===== src/rtl/audio_fault_pkg.sv =====
// constants and types for the audio input, mute and fault sequencer
// assumes a 125 MHz core clock independent of the audio master clock
package audio_fault_pkg;

    // core clock
    localparam int CLOCK_MHZ = 125;
    localparam int CLOCK_KHZ = CLOCK_MHZ * 1000;

    // audio rates and ratios
    localparam int FS_HZ_32K = 32000;
    localparam int FS_HZ_44K = 44100;
    localparam int FS_HZ_48K = 48000;
    localparam int MCLK_RATIO = 256;
    localparam int BCLK_RATIO = 64;
    localparam int PWM_HZ_32K = 512000;
    localparam int PWM_HZ_44K = 705600;
    localparam int PWM_HZ_48K = 768000;
    localparam int PWM_RATIO = PWM_HZ_32K / FS_HZ_32K;
    localparam int PWM_DIV = MCLK_RATIO / PWM_RATIO;
    localparam int PWM_PH_W = $clog2(PWM_DIV);

    // frame period in core cycles, and the class boundaries between rates
    localparam int FRAME_CYC_32K = CLOCK_KHZ * 1000 / FS_HZ_32K;
    localparam int FRAME_CYC_44K = CLOCK_KHZ * 1000 / FS_HZ_44K;
    localparam int FRAME_CYC_48K = CLOCK_KHZ * 1000 / FS_HZ_48K;
    localparam int FRAME_W = 13;
    localparam logic [FRAME_W-1:0] FRAME_SPLIT_LO =
        FRAME_W'((FRAME_CYC_32K + FRAME_CYC_44K) / 2);
    localparam logic [FRAME_W-1:0] FRAME_SPLIT_HI =
        FRAME_W'((FRAME_CYC_44K + FRAME_CYC_48K) / 2);

    // sample rate codes
    localparam logic [1:0] FS_CODE_32K = 2'h0;
    localparam logic [1:0] FS_CODE_44K = 2'h1;
    localparam logic [1:0] FS_CODE_48K = 2'h2;

    // ramp and dc qualification times, same per rate
    localparam int RAMP_MS_32K = 64;
    localparam int RAMP_MS_44K = 46;
    localparam int RAMP_MS_48K = 43;
    localparam int RAMP_CYC_32K_DEF = RAMP_MS_32K * CLOCK_KHZ;
    localparam int RAMP_CYC_44K_DEF = RAMP_MS_44K * CLOCK_KHZ;
    localparam int RAMP_CYC_48K_DEF = RAMP_MS_48K * CLOCK_KHZ;
    localparam int TIME_W = 24;

    // master clock stop detection
    localparam int CLK_STOP_NS = 1000;
    localparam int STOP_W = 8;
    localparam logic [STOP_W-1:0] CLK_STOP_CYC =
        STOP_W'(CLK_STOP_NS * CLOCK_MHZ / 1000);

    // sample word, gain and duty
    localparam int WORD_W = 24;
    localparam int IDX_W = 6;
    localparam int GAIN_W = 8;
    localparam int GAIN_STEPS = 256;
    localparam logic [GAIN_W-1:0] GAIN_MAX = 8'hFF;
    localparam int DUTY_W = 5;
    localparam logic [DUTY_W-1:0] DUTY_FULL = 5'h10;
    localparam logic [DUTY_W-1:0] DUTY_ZERO = 5'h00;
    localparam int DUTY_SHIFT = WORD_W + GAIN_W - DUTY_W;

    // synchronised pin vector layout
    localparam int P_MCLK = 0;
    localparam int P_BCLK = 1;
    localparam int P_LR = 2;
    localparam int P_SD1 = 3;
    localparam int P_SD2 = 4;
    localparam int P_FMT = 5;
    localparam int P_SEL = 6;
    localparam int P_MUTE = 7;
    localparam int P_PD = 8;
    localparam int P_RST = 9;
    localparam int P_TEMP = 10;
    localparam int P_UV = 11;
    localparam int P_SHORT = 12;
    localparam int PIN_W = 13;

    typedef enum logic [1:0] {
        SPK_OFF = 2'b00,
        SPK_UP = 2'b01,
        SPK_ON = 2'b10,
        SPK_DOWN = 2'b11
    } spk_state_t;

endpackage


===== src/rtl/audio_input_fault_mute_ctrl.sv =====
// serial audio front end, soft mute sequencer and fault latch
// assumes all audio and alarm pins are asynchronous to the core clock
//
// How it works
// - format pin high selects left-justified, low selects I2S decoding.
// - pwm carrier is sixteen times fs, derived from master clock edges.
// - ramp and dc qualification times follow the measured sample rate.
// - only the primary stream drives the speaker pwm path.
// - dac select low gives primary left/right, high gives secondary.
// - frame clock runs at fs; one left and one right word per period.
// - bit clock is 64 fs; one data bit taken per bit clock rise.
// - words of 16, 20 or 24 bits in two's complement are accepted.
// - master clock silent about 1 us while unmuted: soft mute, recover.
// - over-temperature while unmuted soft mutes; clearing soft starts.
// - undervoltage while unmuted soft mutes; recovery soft starts.
// - output short while unmuted forces pwm off at once and latches.
// - duty stuck at 0 or 100 percent for ramp time latches off.
// - open-drain active-low fault flag pulled only for latched faults.
// - latched fault clears only via mute pin low, or reset.
// - dac keeps running through every fault, master clock stop included.
// - mute low holds pwm off; power-down low holds pwm and dac off.
module audio_input_fault_mute_ctrl
    import audio_fault_pkg::*;
#(
    parameter int RAMP_CYC_32K = RAMP_CYC_32K_DEF,
    parameter int RAMP_CYC_44K = RAMP_CYC_44K_DEF,
    parameter int RAMP_CYC_48K = RAMP_CYC_48K_DEF
)
(
    input wire logic clock,
    input wire logic rst,
    input wire logic master_audio_clock,
    input wire logic bit_clock,
    input wire logic frame_clock,
    input wire logic primary_serial_data,
    input wire logic secondary_serial_data,
    input wire logic format_select,
    input wire logic dac_source_select,
    input wire logic mute_n_pin,
    input wire logic powerdown_n_pin,
    input wire logic digital_reset_n,
    input wire logic over_temp_alarm,
    input wire logic under_voltage_alarm,
    input wire logic output_short_alarm,
    output logic pwm_left,
    output logic pwm_right,
    output logic output_off_state,
    output logic [WORD_W-1:0] dac_left_out,
    output logic [WORD_W-1:0] dac_right_out,
    output logic dac_drive_en,
    output logic fault_n_o,
    output logic fault_n_oe,
    output logic [1:0] sample_rate_code,
    output logic clock_stopped
);

    // counters must hold the largest time and fit one gain step
    if (RAMP_CYC_32K < GAIN_STEPS || RAMP_CYC_44K < GAIN_STEPS ||
        RAMP_CYC_48K < GAIN_STEPS)
    begin : g_chk_lo
        $error("ramp cycle count below gain step count");
    end
    if (RAMP_CYC_32K >= (1 << TIME_W) || RAMP_CYC_44K >= (1 << TIME_W) ||
        RAMP_CYC_48K >= (1 << TIME_W))
    begin : g_chk_hi
        $error("ramp cycle count exceeds counter width");
    end

    localparam logic [TIME_W-1:0] STEP_32K = TIME_W'(RAMP_CYC_32K / GAIN_STEPS);
    localparam logic [TIME_W-1:0] STEP_44K = TIME_W'(RAMP_CYC_44K / GAIN_STEPS);
    localparam logic [TIME_W-1:0] STEP_48K = TIME_W'(RAMP_CYC_48K / GAIN_STEPS);

    typedef struct packed {
        logic [PIN_W-1:0] s1;
        logic [PIN_W-1:0] s2;
        logic [PIN_W-1:0] s3;
        logic [STOP_W-1:0] stop_cnt;
        logic clk_stop;
        logic [FRAME_W-1:0] frame_cnt;
        logic [1:0] fs_code;
        logic [PWM_PH_W-1:0] pwm_phase;
        logic lr_bit;
        logic word_left;
        logic [IDX_W-1:0] bit_idx;
        logic [1:0][WORD_W-1:0] shreg;
        logic [1:0][WORD_W-1:0] left_w;
        logic [1:0][WORD_W-1:0] spk_pcm;
        logic [WORD_W-1:0] dac_l;
        logic [WORD_W-1:0] dac_r;
        spk_state_t spk;
        logic [GAIN_W-1:0] gain;
        logic [TIME_W-1:0] step_cnt;
        logic [TIME_W-1:0] dc_cnt;
        logic latched;
        logic [1:0][DUTY_W-1:0] duty;
        logic pwm_l;
        logic pwm_r;
        logic pwm_en;
        logic dac_en;
    } state_t;

    state_t q;
    state_t n;

    // signed sample times gain, mapped to a duty of 0..16 around midscale
    function automatic logic [DUTY_W-1:0] duty_of(
        input logic [WORD_W-1:0] s,
        input logic [GAIN_W-1:0] g
    );
        logic signed [WORD_W+GAIN_W:0] p;
        logic signed [DUTY_W:0] t;
        logic signed [DUTY_W+1:0] v;
        p = $signed(s) * $signed({1'b0, g});
        t = (DUTY_W+1)'(p >>> DUTY_SHIFT);
        v = {t[DUTY_W], t} + $signed({3'h0, DUTY_FULL[DUTY_W-1:1]});
        if (v < 0)
        begin
            duty_of = DUTY_ZERO;
        end
        else if (v > $signed({2'h0, DUTY_FULL}))
        begin
            duty_of = DUTY_FULL;
        end
        else
        begin
            duty_of = v[DUTY_W-1:0];
        end
    endfunction

    // frame period in core cycles to a rate code
    function automatic logic [1:0] fs_of(input logic [FRAME_W-1:0] c);
        if (c > FRAME_SPLIT_LO)
        begin
            fs_of = FS_CODE_32K;
        end
        else if (c > FRAME_SPLIT_HI)
        begin
            fs_of = FS_CODE_44K;
        end
        else
        begin
            fs_of = FS_CODE_48K;
        end
    endfunction

    logic [PIN_W-1:0] pins;
    logic mclk_edge;
    logic mclk_rise;
    logic bclk_rise;
    logic lr_rise;
    logic lr_now;
    logic lj;
    logic mute_off;
    logic pd_off;
    logic run_ok;
    logic hard_off;
    logic latch_set;
    logic step_tick;
    logic dc_stuck;
    logic [TIME_W-1:0] step_lim;
    logic [TIME_W-1:0] dc_lim;

    assign pins = {output_short_alarm, under_voltage_alarm, over_temp_alarm,
                   digital_reset_n, powerdown_n_pin, mute_n_pin,
                   dac_source_select, format_select, secondary_serial_data,
                   primary_serial_data, frame_clock, bit_clock,
                   master_audio_clock};

    always_comb
    begin
        n = q;
        n.s1 = pins;
        n.s2 = q.s1;
        n.s3 = q.s2;
        mclk_edge = q.s2[P_MCLK] ^ q.s3[P_MCLK];
        mclk_rise = q.s2[P_MCLK] & ~q.s3[P_MCLK];
        bclk_rise = q.s2[P_BCLK] & ~q.s3[P_BCLK];
        lr_rise = q.s2[P_LR] & ~q.s3[P_LR];
        lr_now = q.s2[P_LR];
        lj = q.s2[P_FMT];
        mute_off = q.s2[P_MUTE];
        pd_off = ~q.s2[P_PD];

        if (mclk_edge)
        begin
            n.stop_cnt = '0;
            n.clk_stop = 1'b0;
        end
        else if (q.stop_cnt >= CLK_STOP_CYC)
        begin
            n.clk_stop = 1'b1;
        end
        else
        begin
            n.stop_cnt = q.stop_cnt + STOP_W'(1);
        end

        if (lr_rise)
        begin
            n.frame_cnt = '0;
            n.fs_code = fs_of(q.frame_cnt);
        end
        else if (q.frame_cnt != {FRAME_W{1'b1}})
        begin
            n.frame_cnt = q.frame_cnt + FRAME_W'(1);
        end

        // carrier phase, one step per master clock rise
        if (mclk_rise)
        begin
            n.pwm_phase = q.pwm_phase + PWM_PH_W'(1);
        end

        // serial capture on bit clock rise
        if (bclk_rise)
        begin
            n.lr_bit = lr_now;
            if (lr_now != q.lr_bit)
            begin
                // right word done closes the frame
                if (!q.word_left)
                begin
                    n.spk_pcm[0] = q.left_w[0];
                    n.spk_pcm[1] = q.shreg[0];
                    n.dac_l = q.s2[P_SEL] ? q.left_w[1] : q.left_w[0];
                    n.dac_r = q.s2[P_SEL] ? q.shreg[1] : q.shreg[0];
                end
                else
                begin
                    n.left_w = q.shreg;
                end
                n.word_left = lj ? lr_now : ~lr_now;
                n.shreg = '0;
                if (lj)
                begin
                    n.shreg[0][WORD_W-1] = q.s2[P_SD1];
                    n.shreg[1][WORD_W-1] = q.s2[P_SD2];
                    n.bit_idx = IDX_W'(1);
                end
                else
                begin
                    n.bit_idx = '0;
                end
            end
            // msb first, bits past the word width are dropped
            else if (q.bit_idx < IDX_W'(WORD_W))
            begin
                n.shreg[0][WORD_W-1-int'(q.bit_idx)] = q.s2[P_SD1];
                n.shreg[1][WORD_W-1-int'(q.bit_idx)] = q.s2[P_SD2];
                n.bit_idx = q.bit_idx + IDX_W'(1);
            end
        end

        // ramp step and dc time per rate
        case (q.fs_code)
            FS_CODE_32K: step_lim = STEP_32K;
            FS_CODE_44K: step_lim = STEP_44K;
            default: step_lim = STEP_48K;
        endcase
        case (q.fs_code)
            FS_CODE_32K: dc_lim = TIME_W'(RAMP_CYC_32K);
            FS_CODE_44K: dc_lim = TIME_W'(RAMP_CYC_44K);
            default: dc_lim = TIME_W'(RAMP_CYC_48K);
        endcase

        // stuck duty qualification, only while driving
        dc_stuck = q.pwm_en &&
            (q.duty[0] == DUTY_ZERO || q.duty[0] == DUTY_FULL ||
             q.duty[1] == DUTY_ZERO || q.duty[1] == DUTY_FULL);
        n.dc_cnt = dc_stuck ? q.dc_cnt + TIME_W'(1) : '0;

        // latch set wins over the mute clear
        latch_set = (mute_off && q.s2[P_SHORT]) ||
                    (dc_stuck && q.dc_cnt >= dc_lim - TIME_W'(1));
        if (latch_set)
        begin
            n.latched = 1'b1;
        end
        else if (!mute_off)
        begin
            n.latched = 1'b0;
        end

        // soft faults gated by mute pin
        run_ok = ~(mute_off & (q.s2[P_TEMP] | q.s2[P_UV] | q.clk_stop));
        hard_off = pd_off | ~mute_off | q.latched | latch_set;

        step_tick = (q.step_cnt >= step_lim - TIME_W'(1));
        n.step_cnt = step_tick ? '0 : q.step_cnt + TIME_W'(1);

        case (q.spk)
            SPK_OFF:
            begin
                n.gain = '0;
                if (!hard_off && run_ok)
                begin
                    n.spk = SPK_UP;
                end
            end
            SPK_UP:
            begin
                if (!run_ok)
                begin
                    n.spk = SPK_DOWN;
                end
                else if (q.gain == GAIN_MAX)
                begin
                    n.spk = SPK_ON;
                end
                else if (step_tick)
                begin
                    n.gain = q.gain + GAIN_W'(1);
                end
            end
            SPK_ON:
            begin
                if (!run_ok)
                begin
                    n.spk = SPK_DOWN;
                end
            end
            SPK_DOWN:
            begin
                if (run_ok)
                begin
                    n.spk = SPK_UP;
                end
                else if (q.gain == '0)
                begin
                    n.spk = SPK_OFF;
                end
                else if (step_tick)
                begin
                    n.gain = q.gain - GAIN_W'(1);
                end
            end
            default:
            begin
                n.spk = SPK_OFF;
            end
        endcase
        if (hard_off)
        begin
            n.spk = SPK_OFF;
            n.gain = '0;
        end

        // duty follows gain every cycle, registered one cycle behind the gain
        n.duty[0] = duty_of(q.spk_pcm[0], q.gain);
        n.duty[1] = duty_of(q.spk_pcm[1], q.gain);

        // pwm forced off the same cycle as the cause
        n.pwm_en = ~hard_off & (n.spk != SPK_OFF);
        n.pwm_l = n.pwm_en & ({1'b0, q.pwm_phase} < q.duty[0]);
        n.pwm_r = n.pwm_en & ({1'b0, q.pwm_phase} < q.duty[1]);

        n.dac_en = ~pd_off;
        if (pd_off)
        begin
            n.dac_l = '0;
            n.dac_r = '0;
        end

        // digital reset pin: keep only the synchronisers
        if (!q.s2[P_RST])
        begin
            n = '0;
            n.s1 = pins;
            n.s2 = q.s1;
            n.s3 = q.s2;
        end
    end

    always_ff @(posedge clock)
    begin
        if (rst)
        begin
            q <= '0;
        end
        else
        begin
            q <= n;
        end
    end

    assign pwm_left = q.pwm_l;
    assign pwm_right = q.pwm_r;
    assign output_off_state = ~q.pwm_en;
    assign dac_left_out = q.dac_l;
    assign dac_right_out = q.dac_r;
    assign dac_drive_en = q.dac_en;
    // open drain: pull low only while latched
    assign fault_n_o = 1'b0;
    assign fault_n_oe = q.latched;
    assign sample_rate_code = q.fs_code;
    assign clock_stopped = q.clk_stop;

endmodule

===== config.mk =====
export PLATFORM = sky130hd
export DESIGN_NAME = audio_input_fault_mute_ctrl
export DESIGN_NICKNAME = d
export VERILOG_FILES = /design/src/rtl/audio_fault_pkg.sv /design/src/rtl/audio_input_fault_mute_ctrl.sv
export SDC_FILE = /design/constraint.sdc
export NUM_CORES = 1
export LEC_CHECK = 0
export BUFFER_PORTS_ARGS = -buffer_cell sky130_fd_sc_hd__buf_2
export CAP_MARGIN = 10
export CORE_MARGIN = 4
export CORE_UTILIZATION = 44
export CTS_CLUSTER_SIZE = 12
export DETAILED_ROUTE_END_ITERATION = 16
export SLEW_MARGIN = 10
export SYNTH_ARGS = -nofsm -noshare
export SYNTH_HDL_FRONTEND = slang
export SYNTH_SLANG_ARGS = --single-unit
export TNS_END_PERCENT = 5

===== constraint.sdc =====
create_clock -name clock -period 7.7 [get_ports clock]
set_input_delay 1.54 -clock clock [delete_from_list [all_inputs] [get_ports clock]]
set_output_delay 1.54 -clock clock [all_outputs]
set_load 0.05 [all_outputs]

==> reports/qor.txt <==
CP Max Fanout -> 34
H-Tree Depth -> 2
CP max stage delay -> 1.10 ns
Clock root cell -> clkbuf_16
Area of the mapped netlist -> 26500 um2
Crit-path leading delay family -> adder cells
Initial antenna violation count -> 0
Final WL -> 62000 um
Worst Clk Skew -> 0.0193 ns
Psw -> 745 uW
Minimum clock period -> 6.68 ns
Hold Path Origin -> q[335]
CTS clk-pin slew, worst paths -> 0.06 ns
Layer with the highest usage -> met2
First-pass GRT wire length -> 105000 um
DRC viols -> 0
Hold EP -> q[322]
Status -> finished clean
Endpoints failing setup -> 0
Post-CTS Resized -> 0
Setup CP Type -> register to register
Most used cell, CP -> fa_1
DP Wirelength -> 46700 um
Ratio of cells with drive above 1 in the final layout -> 5.93%
Final period util -> 86.7%
Setup ws final -> 1.02 ns
RSZ-0062 raised after global routing -> no
FF-to-FF End -> q[5]
Cell Rows -> 89
Post-synth top cells -> nand2_1 (430), inv_1 (421), dfxtp_1 (330), fa_1 (299), nor2_1 (241)
R2R setup slack -> 1.02 ns
Worst hold path class -> register to register
Total power -> 3.48 mW
FF-to-FF Start -> q[66]
Cell taking the most area after synthesis -> dfxtp_1
Crit. End Element -> register
Static Leak -> 12.8 nW
Max cap viols -> 0
Max Clock Freq -> 150 MHz
Post-CTS Setup Inserts -> 0
Clock power frac -> 48.9%
Met2 GRT Util -> 33.0%
Main synth FF type -> dfxtp_1
Layout area overhead -> 6.80%
Buf/Inv on CP -> 3
Cell variety after synth -> 73
First drt pass iteration count -> 5
Sink Count -> 330
WL per Instance -> 16.3 um
Starting Density -> 44.7%
Synthesized instance count -> 3064
Nets -> 3512
Post-synthesis sequential area ratio -> 25.0%
Combinational fraction of design power -> 1.6%
Final Max Slew Viols -> 0
# hold bufs at CTS -> 0
M1 GR Usage -> 27.3%
Vias -> 19734
Number of flops mapped to enable cells by yosys -> 0
Worst-margin pin slew -> 1.21 ns
Die area -> 64100 um2
Core box area -> 59200 um2
Area share of the largest cell type after synthesis -> 25.0%
Slew headroom -> 19.4%
Most frequent cell after synthesis -> nand2_1
VDD IR max -> 0.000163 V
WP data required -> 8.16 ns
Worst path arrival time -> 7.14 ns
Pwr per Cell Area -> 123 nW/um2
Final hold vios -> 0
Slowest-stage cell, CP -> dfxtp_1
Ant diodes -> 0
Yosys reg bits -> 330
Worst hold stages -> 1
CTS tree -> built
TritonCTS buffer count -> 37
Total gr overflow -> 0
Post-synthesis async set-or-reset flop share -> 0%
Reg2reg path depth -> 20
Gr usage total -> 19.7%
Avg Synthesized Cell Area -> 8.64 um2
Clock buffer depth -> 3
Sequential power share -> 49.5%
CP Depth -> 20
Yosys Warn Count -> 0
Die Y-Extent -> 253 um
Place WS -> 0.916 ns
Vias per std cell -> 5.18
Largest net degree at the start of global routing -> 81
Post-Layout Inst Area -> 28300 um2
DIE WIDTH -> 253 um
Switching Fraction -> 21.4%
I/O pin count -> 72
Met3 global-route usage -> 2.42%
Pint -> 2.73 mW
Setup TNS -> 0 ns
Crit-path cells -> nand2_1 > inv_1 > fa_1 > fa_1 > inv_1 > fa_1 > fa_1 > inv_1 > ha_1 > nand2_1 > nor3_1 > o2111ai_1 > o21bai_1 > nand3_1 > xor2_1 > ha_1 > nor3_1 > o31a_1 > a31oi_1 > nor3_1
DRT iter0 DRCs -> 1134
Latest clock arrival within the worst-skew pair -> 0.54 ns
DP Area -> 27100 um2
Critical path launch point type -> register
Antenna viol nets, final -> 0
Vias in the first global route -> 20475
Smallest hold slack -> 0.438 ns
RD Place Congestion -> 0.854
Synth top area cells -> dfxtp_1 (25%), fa_1 (23%), ha_1 (8.8%), nand2_1 (6.1%), inv_1 (6.0%)
Count of input and output buffers -> 70
-- worst max path at each step --
stage,startpoint,to
floorplan,q[64],q[4]
global placement,q[66],q[4]
detailed placement,q[66],q[5]
CTS,q[66],q[4]
global route,q[66],q[5]
finish,q[66],q[5]
-- sequential cells by signal (all words and copies together) (netlist names) --
| signal | cells |
|---|---|
| q | 272 |
| dac_left_out | 24 |
| dac_right_out | 24 |
| sample_rate_code | 2 |
| clock_stopped | 1 |
| dac_drive_en | 1 |
| fault_n_oe | 1 |
| lj | 1 |
| lr_now | 1 |
| mute_off | 1 |
| pwm_left | 1 |
| pwm_right | 1 |
-- cell type report --
class / instances / area [um2]
Fill cell: 5779 / 31000
Timing Repair Buffer: 94 / 543
Tap cell: 773 / 967
Clock inverter: 10 / 88.8
Multi-Input combinational cell: 2128 / 17400
Clock buffer: 50 / 1060
Inverter: 421 / 1580
Sequential cell: 330 / 6610
-- stage by stage --
step,cells,util (%)
after floorplan,3077,-
after global placement,3746,45.8
after detailed placement,3746,45.8
after CTS,3806,47.7
after global routing,3806,47.7
final,3806,47.7
-- metal layers --
layer  part of all wire [%]  up-vias
met1                     47     9727
li1                       -     9569
met5                      0        -
met2                     47      360
met3                    4.0       78
met4                    2.0        0
-- power groups by stage --
stage	Clock, mW	Sequential [mW]	Combinational, mW
3_5_place_dp	0	1.76	0.0558
5_1_grt	1.81	1.72	0.0616
6_report	1.70	1.72	0.0558
3_3_place_gp	0	1.76	0.0548
4_1_cts	1.75	1.72	0.0559
2_1_floorplan	0	1.76	0.0406
-- cell families (layout without fill, tap and decap cells) --
kind of cell               Yosys count  in the layout  share of synthesized area (%)
muxes                               50             50                           1.89
xor gates and xnor gates            84             84                           2.84
adders and majority gates          485            485                           31.4
other                                2             15                         0.0284
and+or+nand+nor                   1076           1076                           19.1
buffers and inverters              619            575                           9.51
DFF                                330            330                           25.0
AOI/OAI and AO/OA                  418            418                           10.3
-- cells in the final DEF, fill, tap and decap left out, types with 23 or more instances in the layout --
cell | Yosys | routed
nand2_1 | 430 | 429
inv_1 | 421 | 421
dfxtp_1 | 330 | 326
fa_1 | 299 | 299
nor2_1 | 241 | 240
and2_1 | 210 | 210
ha_1 | 186 | 186
a21oi_1 | 159 | 159
buf_2 | 1 | 70
a211oi_1 | 60 | 60
mux2i_1 | 50 | 50
nand3_1 | 44 | 44
a22oi_1 | 44 | 44
xnor2_1 | 43 | 43
o21ai_0 | 40 | 40
xor2_1 | 40 | 40
clkbuf_16 | 0 | 37
a21o_1 | 35 | 35
nor2b_1 | 35 | 35
and3_1 | 23 | 23
buf_4 | 51 | 23
(Power assumes the default switching activity.)
